--- config.mk ---
export PLATFORM = sky130hd
export DESIGN_NAME = acc_regs
export DESIGN_NICKNAME = d
export VERILOG_FILES = /design/src/rtl/acc_pkg.sv /design/src/rtl/acc_az_if.sv /design/src/rtl/acc_az_seq.sv /design/src/rtl/acc_regs.sv
export SDC_FILE = /design/constraint.sdc
export NUM_CORES = 1
export LEC_CHECK = 0
export BUFFER_PORTS_ARGS = -buffer_cell sky130_fd_sc_hd__buf_2
export CAP_MARGIN = 20
export CORE_UTILIZATION = 50
export CTS_BUF_LIST = sky130_fd_sc_hd__clkbuf_16
export CTS_CLUSTER_DIAMETER = 40
export CTS_CLUSTER_SIZE = 20
export DETAILED_ROUTE_END_ITERATION = 8
export PLACE_DENSITY = 0.7
export SYNTH_ARGS = -nofsm -noshare
export SYNTH_HDL_FRONTEND = slang
export SYNTH_SLANG_ARGS = --single-unit
--- constraint.sdc ---
create_clock -name pclk -period 3.9 [get_ports pclk]
set_input_delay 0.39 -clock pclk [delete_from_list [all_inputs] [get_ports pclk]]
set_output_delay 0.39 -clock pclk [all_outputs]
set_load 0.01 [all_outputs]
--- src/rtl/acc_pkg.sv ---
// package: offsets, field positions, reset values and timing counts of the calibration control block
package acc_pkg;
	// register word indices (printed offsets; every one is compared with paddr[9:2], so the byte address is four times it)
	localparam logic [7:0] acc_idx_acquisition_control = 8'h58;
	localparam logic [7:0] acc_idx_acquisition_status = 8'h5a;
	localparam logic [7:0] acc_idx_acc1 = 8'h5c;
	localparam logic [7:0] acc_idx_acc0 = 8'h5e;
	localparam logic [7:0] acc_idx_dec = 8'h60;
	localparam logic [7:0] acc_idx_compensation_control = 8'ha0;
	localparam logic [7:0] acc_idx_vos = 8'haa;
	localparam logic [7:0] acc_idx_ito = 8'hd0;
	localparam logic [7:0] acc_idx_itg = 8'hd1;
	// own registers
	localparam logic [7:0] acc_idx_tc_upper = 8'hb0;
	localparam logic [7:0] acc_idx_tc_lower = 8'hb1;
	localparam logic [7:0] acc_idx_temp = 8'hb2;
	localparam logic [7:0] acc_idx_cal_status = 8'hb3;
	localparam logic [7:0] acc_idx_pga_off0 = 8'hc0;
	localparam int acc_gain_count = 8;
	// fields
	localparam int acc_bit_autozero_request = 0;
	localparam int acc_bit_calreq_enable = 1;
	localparam int acc_bit_autozero_done = 0;
	localparam int acc_bit_calreq_flag = 1;
	localparam int acc_sr_flag_lsb = 8;
	// reset values
	localparam logic [7:0] acc_rst_byte = 8'h00;
	localparam logic [15:0] acc_rst_upper_limit = 16'h7fff;
	localparam logic [15:0] acc_rst_lower_limit = 16'h8000;
	// timing: auto-zero on the 512 kHz die link clock
	localparam int acc_autozero_link_cycles = 3352;
	localparam int acc_link_clock_khz = 512;
	localparam int acc_pclk_khz = 125000;
	localparam int acc_autozero_pclk_cycles = acc_autozero_link_cycles * (acc_pclk_khz / acc_link_clock_khz);
	localparam int acc_analog_option_one = 1;
	// auto-zero sequencer states
	typedef enum logic [1:0] {
		acc_az_idle = 2'b00,
		acc_az_run = 2'b01,
		acc_az_done = 2'b10
	} acc_az_e;
endpackage : acc_pkg

--- src/rtl/acc_az_if.sv ---
// interface: auto-zero handshake between register bank and sequencer
`timescale 1ns/100ps
`default_nettype none
interface acc_az_if;
	logic start;
	logic busy;
	logic finish;
	logic [10:0] offset_value;
	logic [2:0] offset_index;
	logic offset_write;
	modport bank (output start, input busy, input finish, input offset_value, input offset_index, input offset_write);
	modport seq (input start, output busy, output finish, output offset_value, output offset_index, output offset_write);
endinterface : acc_az_if
`default_nettype wire

--- src/rtl/acc_az_seq.sv ---
// auto-zero sequencer: times the run and produces per-gain offsets
`timescale 1ns/100ps
`default_nettype none
module acc_az_seq #(
	parameter int run_cycles = acc_pkg::acc_autozero_pclk_cycles
) (
	input wire logic pclk,
	input wire logic presetn,
	input wire logic [10:0] amp_offset_in,
	acc_az_if.seq az
);
	acc_pkg::acc_az_e state;
	acc_pkg::acc_az_e next_state;
	logic [31:0] count;
	logic [2:0] index;
	wire logic run_end = (count == 32'(run_cycles - 1));
	wire logic last_index = (index == 3'(acc_pkg::acc_gain_count - 1));
	// state decode
	always_comb begin
		case (state)
			acc_pkg::acc_az_idle: next_state = az.start ? acc_pkg::acc_az_run : acc_pkg::acc_az_idle;
			acc_pkg::acc_az_run: next_state = run_end ? acc_pkg::acc_az_done : acc_pkg::acc_az_run;
			acc_pkg::acc_az_done: next_state = last_index ? acc_pkg::acc_az_idle : acc_pkg::acc_az_done;
			default: next_state = acc_pkg::acc_az_idle;
		endcase
	end
	// run timer and offset write-back walk
	always_ff @(posedge pclk or negedge presetn) begin
		if (!presetn) begin
			state <= acc_pkg::acc_az_idle;
			count <= 32'h0;
			index <= 3'h0;
		end else begin
			state <= next_state;
			count <= (state == acc_pkg::acc_az_run) ? count + 32'h1 : 32'h0;
			index <= (state == acc_pkg::acc_az_done) ? index + 3'h1 : 3'h0;
		end
	end
	assign az.busy = (state != acc_pkg::acc_az_idle);
	assign az.offset_write = (state == acc_pkg::acc_az_done);
	assign az.offset_index = index;
	assign az.offset_value = amp_offset_in;
	assign az.finish = (state == acc_pkg::acc_az_done) && last_index;
endmodule : acc_az_seq
`default_nettype wire

--- src/rtl/acc_regs.sv ---
// acquisition calibration control register bank on apb
//
// How it works
// - done flag set after auto-zero interval
// - interval is 3352 link clock cycles
// - writing one clears done flag
// - per-gain offsets updated and readable
// - temperature outside limits raises calibration request
// - option one leaves diagnostic references empty
//
// The APB register port was chosen for this implementation.
`timescale 1ns/100ps
`default_nettype none
module acc_regs #(
	parameter int autozero_cycles = acc_pkg::acc_autozero_pclk_cycles,
	parameter int analog_option = 2
) (
	input wire logic pclk,
	input wire logic presetn,
	input wire logic psel,
	input wire logic penable,
	input wire logic pwrite,
	input wire logic [11:0] paddr,
	input wire logic [31:0] pwdata,
	output logic [31:0] prdata,
	output logic pready,
	output logic pslverr,
	input wire logic [15:0] temp_result,
	input wire logic temp_valid,
	input wire logic [7:0] status_events,
	input wire logic [7:0] status_levels,
	input wire logic [10:0] amp_offset_in,
	input wire logic [15:0] diag_reference,
	output logic [7:0] acq_control,
	output logic [7:0] chain_upper,
	output logic [7:0] chain_lower,
	output logic [3:0] decimation,
	output logic [7:0] voltage_offset_trim,
	output logic [7:0] temp_offset_trim,
	output logic [7:0] temp_gain_trim,
	output logic autozero_request,
	output logic calib_request,
	output logic [15:0] diag_value
);
	acc_az_if az();
	logic [7:0] status_flags;
	logic autozero_done_flag;
	logic calreq_enable;
	logic calreq_flag;
	logic [15:0] calib_temp_upper_limit;
	logic [15:0] calib_temp_lower_limit;
	logic [15:0] internal_temperature;
	logic [10:0] per_gain_amp_offset [acc_pkg::acc_gain_count];
	// apb decode
	wire logic access = psel && penable;
	wire logic wr = access && pwrite;
	wire logic [7:0] idx = paddr[9:2];
	wire logic [7:0] wv = pwdata[7:0];
	wire logic [7:0] wm = pwdata[15:8];
	wire logic [7:0] wb1 = pwdata[15:8];
	wire logic wr_ctl = wr && idx == acc_pkg::acc_idx_acquisition_control;
	wire logic wr_sr = wr && idx == acc_pkg::acc_idx_acquisition_status;
	wire logic wr_acc1 = wr && idx == acc_pkg::acc_idx_acc1;
	wire logic wr_acc0 = wr && idx == acc_pkg::acc_idx_acc0;
	wire logic wr_dec = wr && idx == acc_pkg::acc_idx_dec;
	wire logic wr_comp = wr && idx == acc_pkg::acc_idx_compensation_control;
	wire logic wr_vos = wr && idx == acc_pkg::acc_idx_vos;
	wire logic wr_ito = wr && idx == acc_pkg::acc_idx_ito;
	wire logic wr_itg = wr && idx == acc_pkg::acc_idx_itg;
	wire logic wr_up = wr && idx == acc_pkg::acc_idx_tc_upper;
	wire logic wr_lo = wr && idx == acc_pkg::acc_idx_tc_lower;
	wire logic wr_cal = wr && idx == acc_pkg::acc_idx_cal_status;
	wire logic is_off = idx >= acc_pkg::acc_idx_pga_off0 &&
		idx < acc_pkg::acc_idx_pga_off0 + 8'(acc_pkg::acc_gain_count);
	wire logic [2:0] off_sel = 3'(idx - acc_pkg::acc_idx_pga_off0);
	wire logic mapped = idx == acc_pkg::acc_idx_acquisition_control || idx == acc_pkg::acc_idx_acquisition_status ||
		idx == acc_pkg::acc_idx_acc1 || idx == acc_pkg::acc_idx_acc0 || idx == acc_pkg::acc_idx_dec ||
		idx == acc_pkg::acc_idx_compensation_control || idx == acc_pkg::acc_idx_vos || idx == acc_pkg::acc_idx_ito ||
		idx == acc_pkg::acc_idx_itg || idx == acc_pkg::acc_idx_tc_upper ||
		idx == acc_pkg::acc_idx_tc_lower || idx == acc_pkg::acc_idx_temp ||
		idx == acc_pkg::acc_idx_cal_status || is_off;
	// masked write helper: value bit moves only where mask is one
	function automatic logic [7:0] acc_masked(input logic [7:0] old, input logic [7:0] val, input logic [7:0] msk);
		acc_masked = (old & ~msk) | (val & msk);
	endfunction : acc_masked
	// auto-zero start on a masked write of one
	wire logic az_bit_write = wr_comp && wm[acc_pkg::acc_bit_autozero_request];
	wire logic next_az_request = az_bit_write ? wv[acc_pkg::acc_bit_autozero_request] : autozero_request;
	assign az.start = az_bit_write && wv[acc_pkg::acc_bit_autozero_request] && !autozero_request;
	wire logic az_finish_evt = az.finish;
	// temperature window check
	wire logic out_of_range = temp_valid &&
		($signed(temp_result) > $signed(calib_temp_upper_limit) ||
		$signed(temp_result) < $signed(calib_temp_lower_limit));
	wire logic calreq_event = out_of_range && calreq_enable;
	// read mux
	logic [15:0] rdata;
	always_comb begin
		rdata = 16'h0;
		case (idx)
			acc_pkg::acc_idx_acquisition_control: rdata = {8'h0, acq_control};
			acc_pkg::acc_idx_acquisition_status: rdata = {status_flags, status_levels};
			acc_pkg::acc_idx_acc1: rdata = {8'h0, chain_upper};
			acc_pkg::acc_idx_acc0: rdata = {8'h0, chain_lower};
			acc_pkg::acc_idx_dec: rdata = {12'h0, decimation};
			acc_pkg::acc_idx_compensation_control: rdata = {14'h0, calreq_enable, autozero_request};
			acc_pkg::acc_idx_vos: rdata = {8'h0, voltage_offset_trim};
			acc_pkg::acc_idx_ito: rdata = {8'h0, temp_offset_trim};
			acc_pkg::acc_idx_itg: rdata = {8'h0, temp_gain_trim};
			acc_pkg::acc_idx_tc_upper: rdata = calib_temp_upper_limit;
			acc_pkg::acc_idx_tc_lower: rdata = calib_temp_lower_limit;
			acc_pkg::acc_idx_temp: rdata = internal_temperature;
			acc_pkg::acc_idx_cal_status: rdata = {14'h0, calreq_flag, autozero_done_flag};
			default: rdata = is_off ? {5'h0, per_gain_amp_offset[off_sel]} : 16'h0;
		endcase
	end
	// apb answer: zero wait, error on unmapped address
	always_ff @(posedge pclk or negedge presetn) begin
		if (!presetn) begin
			prdata <= 32'h0;
			pready <= 1'b0;
			pslverr <= 1'b0;
		end else begin
			pready <= psel && !penable;
			pslverr <= psel && !penable && !mapped;
			prdata <= (psel && !penable && !pwrite) ? {16'h0, rdata} : 32'h0;
		end
	end
	// masked control registers
	always_ff @(posedge pclk or negedge presetn) begin
		if (!presetn) begin
			acq_control <= acc_pkg::acc_rst_byte;
			chain_upper <= acc_pkg::acc_rst_byte;
			chain_lower <= acc_pkg::acc_rst_byte;
		end else begin
			if (wr_ctl) acq_control <= acc_masked(acq_control, wv, wm);
			if (wr_acc1) chain_upper <= acc_masked(chain_upper, wv, wm);
			if (wr_acc0) chain_lower <= acc_masked(chain_lower, wv, wm);
		end
	end
	// plain trims, decimation and limits
	always_ff @(posedge pclk or negedge presetn) begin
		if (!presetn) begin
			decimation <= 4'h0;
			voltage_offset_trim <= acc_pkg::acc_rst_byte;
			temp_offset_trim <= acc_pkg::acc_rst_byte;
			temp_gain_trim <= acc_pkg::acc_rst_byte;
			calib_temp_upper_limit <= acc_pkg::acc_rst_upper_limit;
			calib_temp_lower_limit <= acc_pkg::acc_rst_lower_limit;
		end else begin
			if (wr_dec) decimation <= wv[3:0];
			if (wr_vos) voltage_offset_trim <= wv;
			if (wr_ito) temp_offset_trim <= wv;
			if (wr_itg) temp_gain_trim <= wv;
			if (wr_up) calib_temp_upper_limit <= pwdata[15:0];
			if (wr_lo) calib_temp_lower_limit <= pwdata[15:0];
		end
	end
	// status flags: events set, write one clears, set wins
	always_ff @(posedge pclk or negedge presetn) begin
		if (!presetn) begin
			status_flags <= acc_pkg::acc_rst_byte;
		end else begin
			status_flags <= (status_flags & ~(wr_sr ? wb1 : 8'h0)) | status_events;
		end
	end
	// auto-zero request, calibration enable and sticky flags
	always_ff @(posedge pclk or negedge presetn) begin
		if (!presetn) begin
			autozero_request <= 1'b0;
			calreq_enable <= 1'b0;
			autozero_done_flag <= 1'b0;
			calreq_flag <= 1'b0;
			calib_request <= 1'b0;
		end else begin
			autozero_request <= next_az_request;
			if (wr_comp && wm[acc_pkg::acc_bit_calreq_enable]) calreq_enable <= wv[acc_pkg::acc_bit_calreq_enable];
			autozero_done_flag <= az_finish_evt ||
				(autozero_done_flag && !(wr_cal && pwdata[acc_pkg::acc_bit_autozero_done]));
			calreq_flag <= calreq_event ||
				(calreq_flag && !(wr_cal && pwdata[acc_pkg::acc_bit_calreq_flag]));
			calib_request <= calreq_event ||
				(calreq_flag && !(wr_cal && pwdata[acc_pkg::acc_bit_calreq_flag]));
		end
	end
	// latest temperature result
	always_ff @(posedge pclk or negedge presetn) begin
		if (!presetn) internal_temperature <= 16'h0;
		else if (temp_valid) internal_temperature <= temp_result;
	end
	// per-gain offset store, one entry per gain
	genvar g;
	generate
		for (g = 0; g < acc_pkg::acc_gain_count; g++) begin : gain_offsets
			always_ff @(posedge pclk or negedge presetn) begin
				if (!presetn) per_gain_amp_offset[g] <= 11'h0;
				else if (az.offset_write && az.offset_index == 3'(g)) per_gain_amp_offset[g] <= az.offset_value;
			end
		end
	endgenerate
	// diagnostic reference: blank on analog option one
	always_ff @(posedge pclk or negedge presetn) begin
		if (!presetn) diag_value <= 16'hffff;
		else diag_value <= (analog_option == acc_pkg::acc_analog_option_one) ? 16'hffff : diag_reference;
	end
	// auto-zero timer
	acc_az_seq #(
		.run_cycles(autozero_cycles)
	) u_az_seq (
		.pclk(pclk),
		.presetn(presetn),
		.amp_offset_in(amp_offset_in),
		.az(az.seq)
	);
endmodule : acc_regs
`default_nettype wire

==> run_summary.xml <==
<?xml version="1.0" encoding="UTF-8"?>
<metrics>
  <group name="sta">
    <metric name="report.final.hold_viol_count" unit="">0</metric>
    <metric name="layout_worst_path_cycle_share" unit="%">62.0</metric>
    <metric name="worst_slew_margin_rel" unit="%">38.9</metric>
    <metric name="timing.fmax" unit="MHz">414</metric>
    <metric name="setup_tns" unit="ns">0</metric>
    <metric name="setup_viol_count_final" unit="">0</metric>
    <metric name="tightestPinTransition" unit="ns">0.912</metric>
    <metric name="slew_violations" unit="">0</metric>
    <metric name="setup_ws" unit="ns">1.48</metric>
    <metric name="min_period" unit="ns">2.42</metric>
    <metric name="rsz0062_at_grt" unit="">no</metric>
    <metric name="whs" unit="ns">0.0469</metric>
    <metric name="fin_worst_skew" unit="ns">0.0130</metric>
  </group>
  <group name="global_routing">
    <metric name="antenna_found_initial" unit="">4</metric>
    <metric name="globalRouteOverflowTotal" unit="">0</metric>
    <metric name="grt_pass1_vias" unit="">9684</metric>
    <metric name="gr-usage-all-layers" unit="%">27.7</metric>
    <metric name="maximum_number_of_pins_on_one_net_before_global_route_repair" unit="">91</metric>
    <metric name="grt_first_pass_wirelength" unit="mm">55.7</metric>
  </group>
  <group name="power">
    <metric name="cellPowerDensity" unit="mW/mm2">447</metric>
    <metric name="power.share.switching" unit="%">23.9</metric>
    <metric name="internal_power" unit="mW">5.36</metric>
    <metric name="share_comb_of_total_power" unit="%">6.5</metric>
    <metric name="total_leakage_power" unit="nW">7.49</metric>
    <metric name="power.net_switching" unit="mW">1.69</metric>
    <metric name="clock_power_share" unit="%">51.8</metric>
    <metric name="p_seq_share" unit="%">41.7</metric>
    <metric name="vdd.ir_drop.worst" unit="mV">0.382</metric>
  </group>
  <group name="layout">
    <metric name="num-nets-final" unit="">1453</metric>
    <metric name="final_layout_size_suffix_gt1_share" unit="%">36.1</metric>
    <metric name="layout_commonest_cell" unit="">sky130_fd_sc_hd__dfrtp_1</metric>
    <metric name="mostFrequentLayoutCells" unit="">239 x sky130_fd_sc_hd__dfrtp_1, 175 x sky130_fd_sc_hd__buf_2, 155 x sky130_fd_sc_hd__mux2_2</metric>
    <metric name="synthToLayoutAreaGrowth" unit="%">20.5</metric>
  </group>
  <group name="synthesis">
    <metric name="synth_top_cell_by_area" unit="">sky130_fd_sc_hd__dfrtp_1</metric>
    <metric name="synth_top_flop_cell" unit="">sky130_fd_sc_hd__dfrtp_1</metric>
    <metric name="synth_warnings" unit="">0</metric>
    <metric name="synth_sequential_area_ratio" unit="%">52.2</metric>
    <metric name="postSynthRegisterBits" unit="">271</metric>
    <metric name="syn-cell-area" unit="mm2">0.0131</metric>
    <metric name="synth_async_sr_flop_share" unit="%">100</metric>
    <metric name="yosys.area.top_type_share" unit="%">45.7</metric>
    <metric name="synth_enable_flop_cells" unit="">0</metric>
    <metric name="mean_instance_size_in_the_synthesized_netlist" unit="um2">11.8</metric>
    <metric name="postSynthCellCount" unit="">1108</metric>
    <metric name="synthDistinctLibCells" unit="">68</metric>
    <metric name="yosys-top-cells-area" unit="">sky130_fd_sc_hd__dfrtp_1 46%, sky130_fd_sc_hd__mux2_2 13%, sky130_fd_sc_hd__dfstp_2 6.4%</metric>
  </group>
  <group name="clock_network">
    <metric name="ctsResizeCount" unit="">0</metric>
    <metric name="cts_tree" unit="">built</metric>
    <metric name="tritoncts_num_sinks" unit="">271</metric>
    <metric name="cts-buffers-inserted" unit="">41</metric>
    <metric name="cts-root-buf" unit="">sky130_fd_sc_hd__clkbuf_16</metric>
    <metric name="cts_hold_repair.buffers" unit="">17</metric>
    <metric name="clock_tree.buffer_depth" unit="">3</metric>
    <metric name="cts_max_level" unit="">2</metric>
    <metric name="cts.clk_slew.worst_paths" unit="ns">0.06</metric>
    <metric name="cts_post_setup_buffers_inserted" unit="">0</metric>
    <metric name="clk_latency" unit="ns">0.52</metric>
  </group>
  <group name="route">
    <metric name="pre_repair_dr_iteration_count" unit="">5</metric>
    <metric name="postRouteAntennaNets" unit="">0</metric>
    <metric name="vias" unit="">9828</metric>
    <metric name="drt-initial-drc-count" unit="">936</metric>
    <metric name="route.detailed.vias_per_inst" unit="">5.89</metric>
    <metric name="detail_route.drc_violations" unit="">0</metric>
    <metric name="drt_wl_total" unit="mm">36.5</metric>
    <metric name="avgRoutedWirePerCell" unit="um">21.9</metric>
  </group>
  <group name="place">
    <metric name="port_buffers" unit="">176</metric>
    <metric name="place.gp.congestion" unit="">0.907</metric>
    <metric name="place.detailed.hpwl" unit="mm">25.7</metric>
    <metric name="post-place-ws" unit="ns">1.02</metric>
  </group>
  <group name="critical_path">
    <metric name="setup.worst_path.start_class" unit="">input pin</metric>
    <metric name="cp_required" unit="ns">4.30</metric>
    <metric name="critPathMaxFanout" unit="">26</metric>
    <metric name="slowest_delay" unit="ns">0.63</metric>
    <metric name="endpoint_kind" unit="">flip-flop</metric>
    <metric name="slowest_cp_cell" unit="">sky130_fd_sc_hd__nor3b_1</metric>
    <metric name="critPathArrivalTime" unit="ns">2.82</metric>
    <metric name="critical_path_class" unit="">input pin to flip-flop</metric>
    <metric name="timing.critical_path.cells" unit="">buf_2 -&gt; buf_4 -&gt; nor2_2 -&gt; nand4b_1 -&gt; nor3b_1 -&gt; nand2_1 -&gt; mux2_2</metric>
  </group>
  <group name="status">
    <metric name="outcome" unit="">finished clean</metric>
  </group>
  <group name="die">
    <metric name="die_y" unit="um">164</metric>
    <metric name="chipWidth" unit="um">164</metric>
    <metric name="fp.dieArea" unit="mm2">0.0268</metric>
    <metric name="core_region_area" unit="mm2">0.0254</metric>
    <metric name="initial_utilization" unit="%">51.5</metric>
    <metric name="rows" unit="">58</metric>
    <metric name="design.portCount" unit="">213</metric>
  </group>
  <group name="flow_run">
    <metric name="drv_cap" unit="">0</metric>
  </group>
  <group name="min_path">
    <metric name="min_path_type" unit="">input pin to flip-flop</metric>
  </group>
</metrics>
-- per-layer routing --
metal	vias up	global-route usage (%)	wire, um
met5	-	0	15
met1	4889	37.2	14900
met3	101	6.72	3340
li1	4368	-	-
met2	468	42.9	16800
met4	2	11.7	1540
-- area by class of cell --
type / count / area (um2)
Multi-Input combinational cell: 743 / 5790
Tap cell: 330 / 413
Clock inverter: 33 / 344
Clock buffer: 41 / 1030
Antenna cell: 3 / 7.51
Inverter: 42 / 158
Sequential cell: 271 / 6820
Timing Repair Buffer: 207 / 1200
Fill cell: 2090 / 9640
-- sequential cells by signal, summed over array words and instances, names as in the netlist, 16 cells and up, named ones only --
register	cells
calib_temp_lower_limit	16
calib_temp_upper_limit	16
diag_value	16
internal_temperature	16
per_gain_amp_offset	88
prdata	16
u_az_seq.count	32
-- power groups by stage --
stage	combinational, mW	clock (mW)	sequential, mW
2_1_floorplan	0.219	0	2.98
3_3_place_gp	0.435	0	2.98
3_5_place_dp	0.441	0	2.98
4_1_cts	0.458	3.71	2.94
5_1_grt	0.496	3.82	2.94
6_report	0.456	3.65	2.94
-- cells in the mapped netlist (6+ instances only) --
cell type / count
sky130_fd_sc_hd__nor4_1: 8
sky130_fd_sc_hd__nor2_1: 62
sky130_fd_sc_hd__xnor2_1: 16
sky130_fd_sc_hd__mux4_2: 22
sky130_fd_sc_hd__mux2_2: 155
sky130_fd_sc_hd__ha_1: 38
sky130_fd_sc_hd__nand3_1: 30
sky130_fd_sc_hd__xor2_1: 12
sky130_fd_sc_hd__buf_4: 18
sky130_fd_sc_hd__and3_1: 10
sky130_fd_sc_hd__buf_2: 17
sky130_fd_sc_hd__a21oi_1: 25
sky130_fd_sc_hd__nand2b_1: 8
sky130_fd_sc_hd__a21o_1: 11
sky130_fd_sc_hd__a222oi_1: 6
sky130_fd_sc_hd__inv_1: 41
sky130_fd_sc_hd__mux2i_1: 17
sky130_fd_sc_hd__nand4_1: 17
sky130_fd_sc_hd__or3_1: 6
sky130_fd_sc_hd__a22oi_1: 16
sky130_fd_sc_hd__o22ai_1: 6
sky130_fd_sc_hd__mux2_1: 8
sky130_fd_sc_hd__dfstp_2: 32
sky130_fd_sc_hd__a31oi_1: 9
sky130_fd_sc_hd__nor3_1: 15
sky130_fd_sc_hd__nand2_1: 121
sky130_fd_sc_hd__o21ai_0: 45
sky130_fd_sc_hd__dfrtp_1: 239
sky130_fd_sc_hd__clkbuf_1: 24
-- kinds of logic after synthesis --
kind of cell,Yosys count,share of synthesized area [%]
AND/OR/NAND/NOR,308,11.5
flip-flops,271,52.2
multiplexers,202,19.1
AO/OA/AOI/OAI,151,7.61
buffers and inverters,109,4.05
adder cells (fa/ha/maj),38,3.64
XOR/XNOR,28,1.88
other,1,0.0287
-- per-stage QoR --
step | util [%] | cells | cell area (um2) | power [mW]
floorplan | - | 1123 | 13100 | 3.20
global placement | 55.9 | 1575 | 14200 | 3.42
detailed placement | 56.0 | 1576 | 14200 | 3.42
CTS | 62.0 | 1667 | 15800 | 7.10
global route | 62.0 | 1669 | 15800 | 7.26
finish | 62.1 | 1670 | 15800 | 7.04
-- final timing paths --
path / from / slack [ns] / endpoint / depth (start not counted)
worst max-delay path: paddr[2] / 1.48 / decimation[1] / 7
worst max register to register: calib_temp_lower_limit[15] / 1.58 / calreq_flag / 8
worst min-delay path: status_events[4] / 0.05 / status_flags[4] / 2
min in group asynchronous: presetn / 0.47 / internal_temperature[11] / 2
worst min register to register: u_az_seq.state[1] / 0.46 / u_az_seq.state[0] / 1
max in group asynchronous: presetn / 2.46 / diag_value[8] / 3
-- critical path, delay by kind of cell --
family | cells | cell delay [ns]
buf+inv | 2 | 0.66
mux | 1 | 0.34
simple gates | 4 | 1.41
No activity file was read; power rests on OpenSTA's default activity.
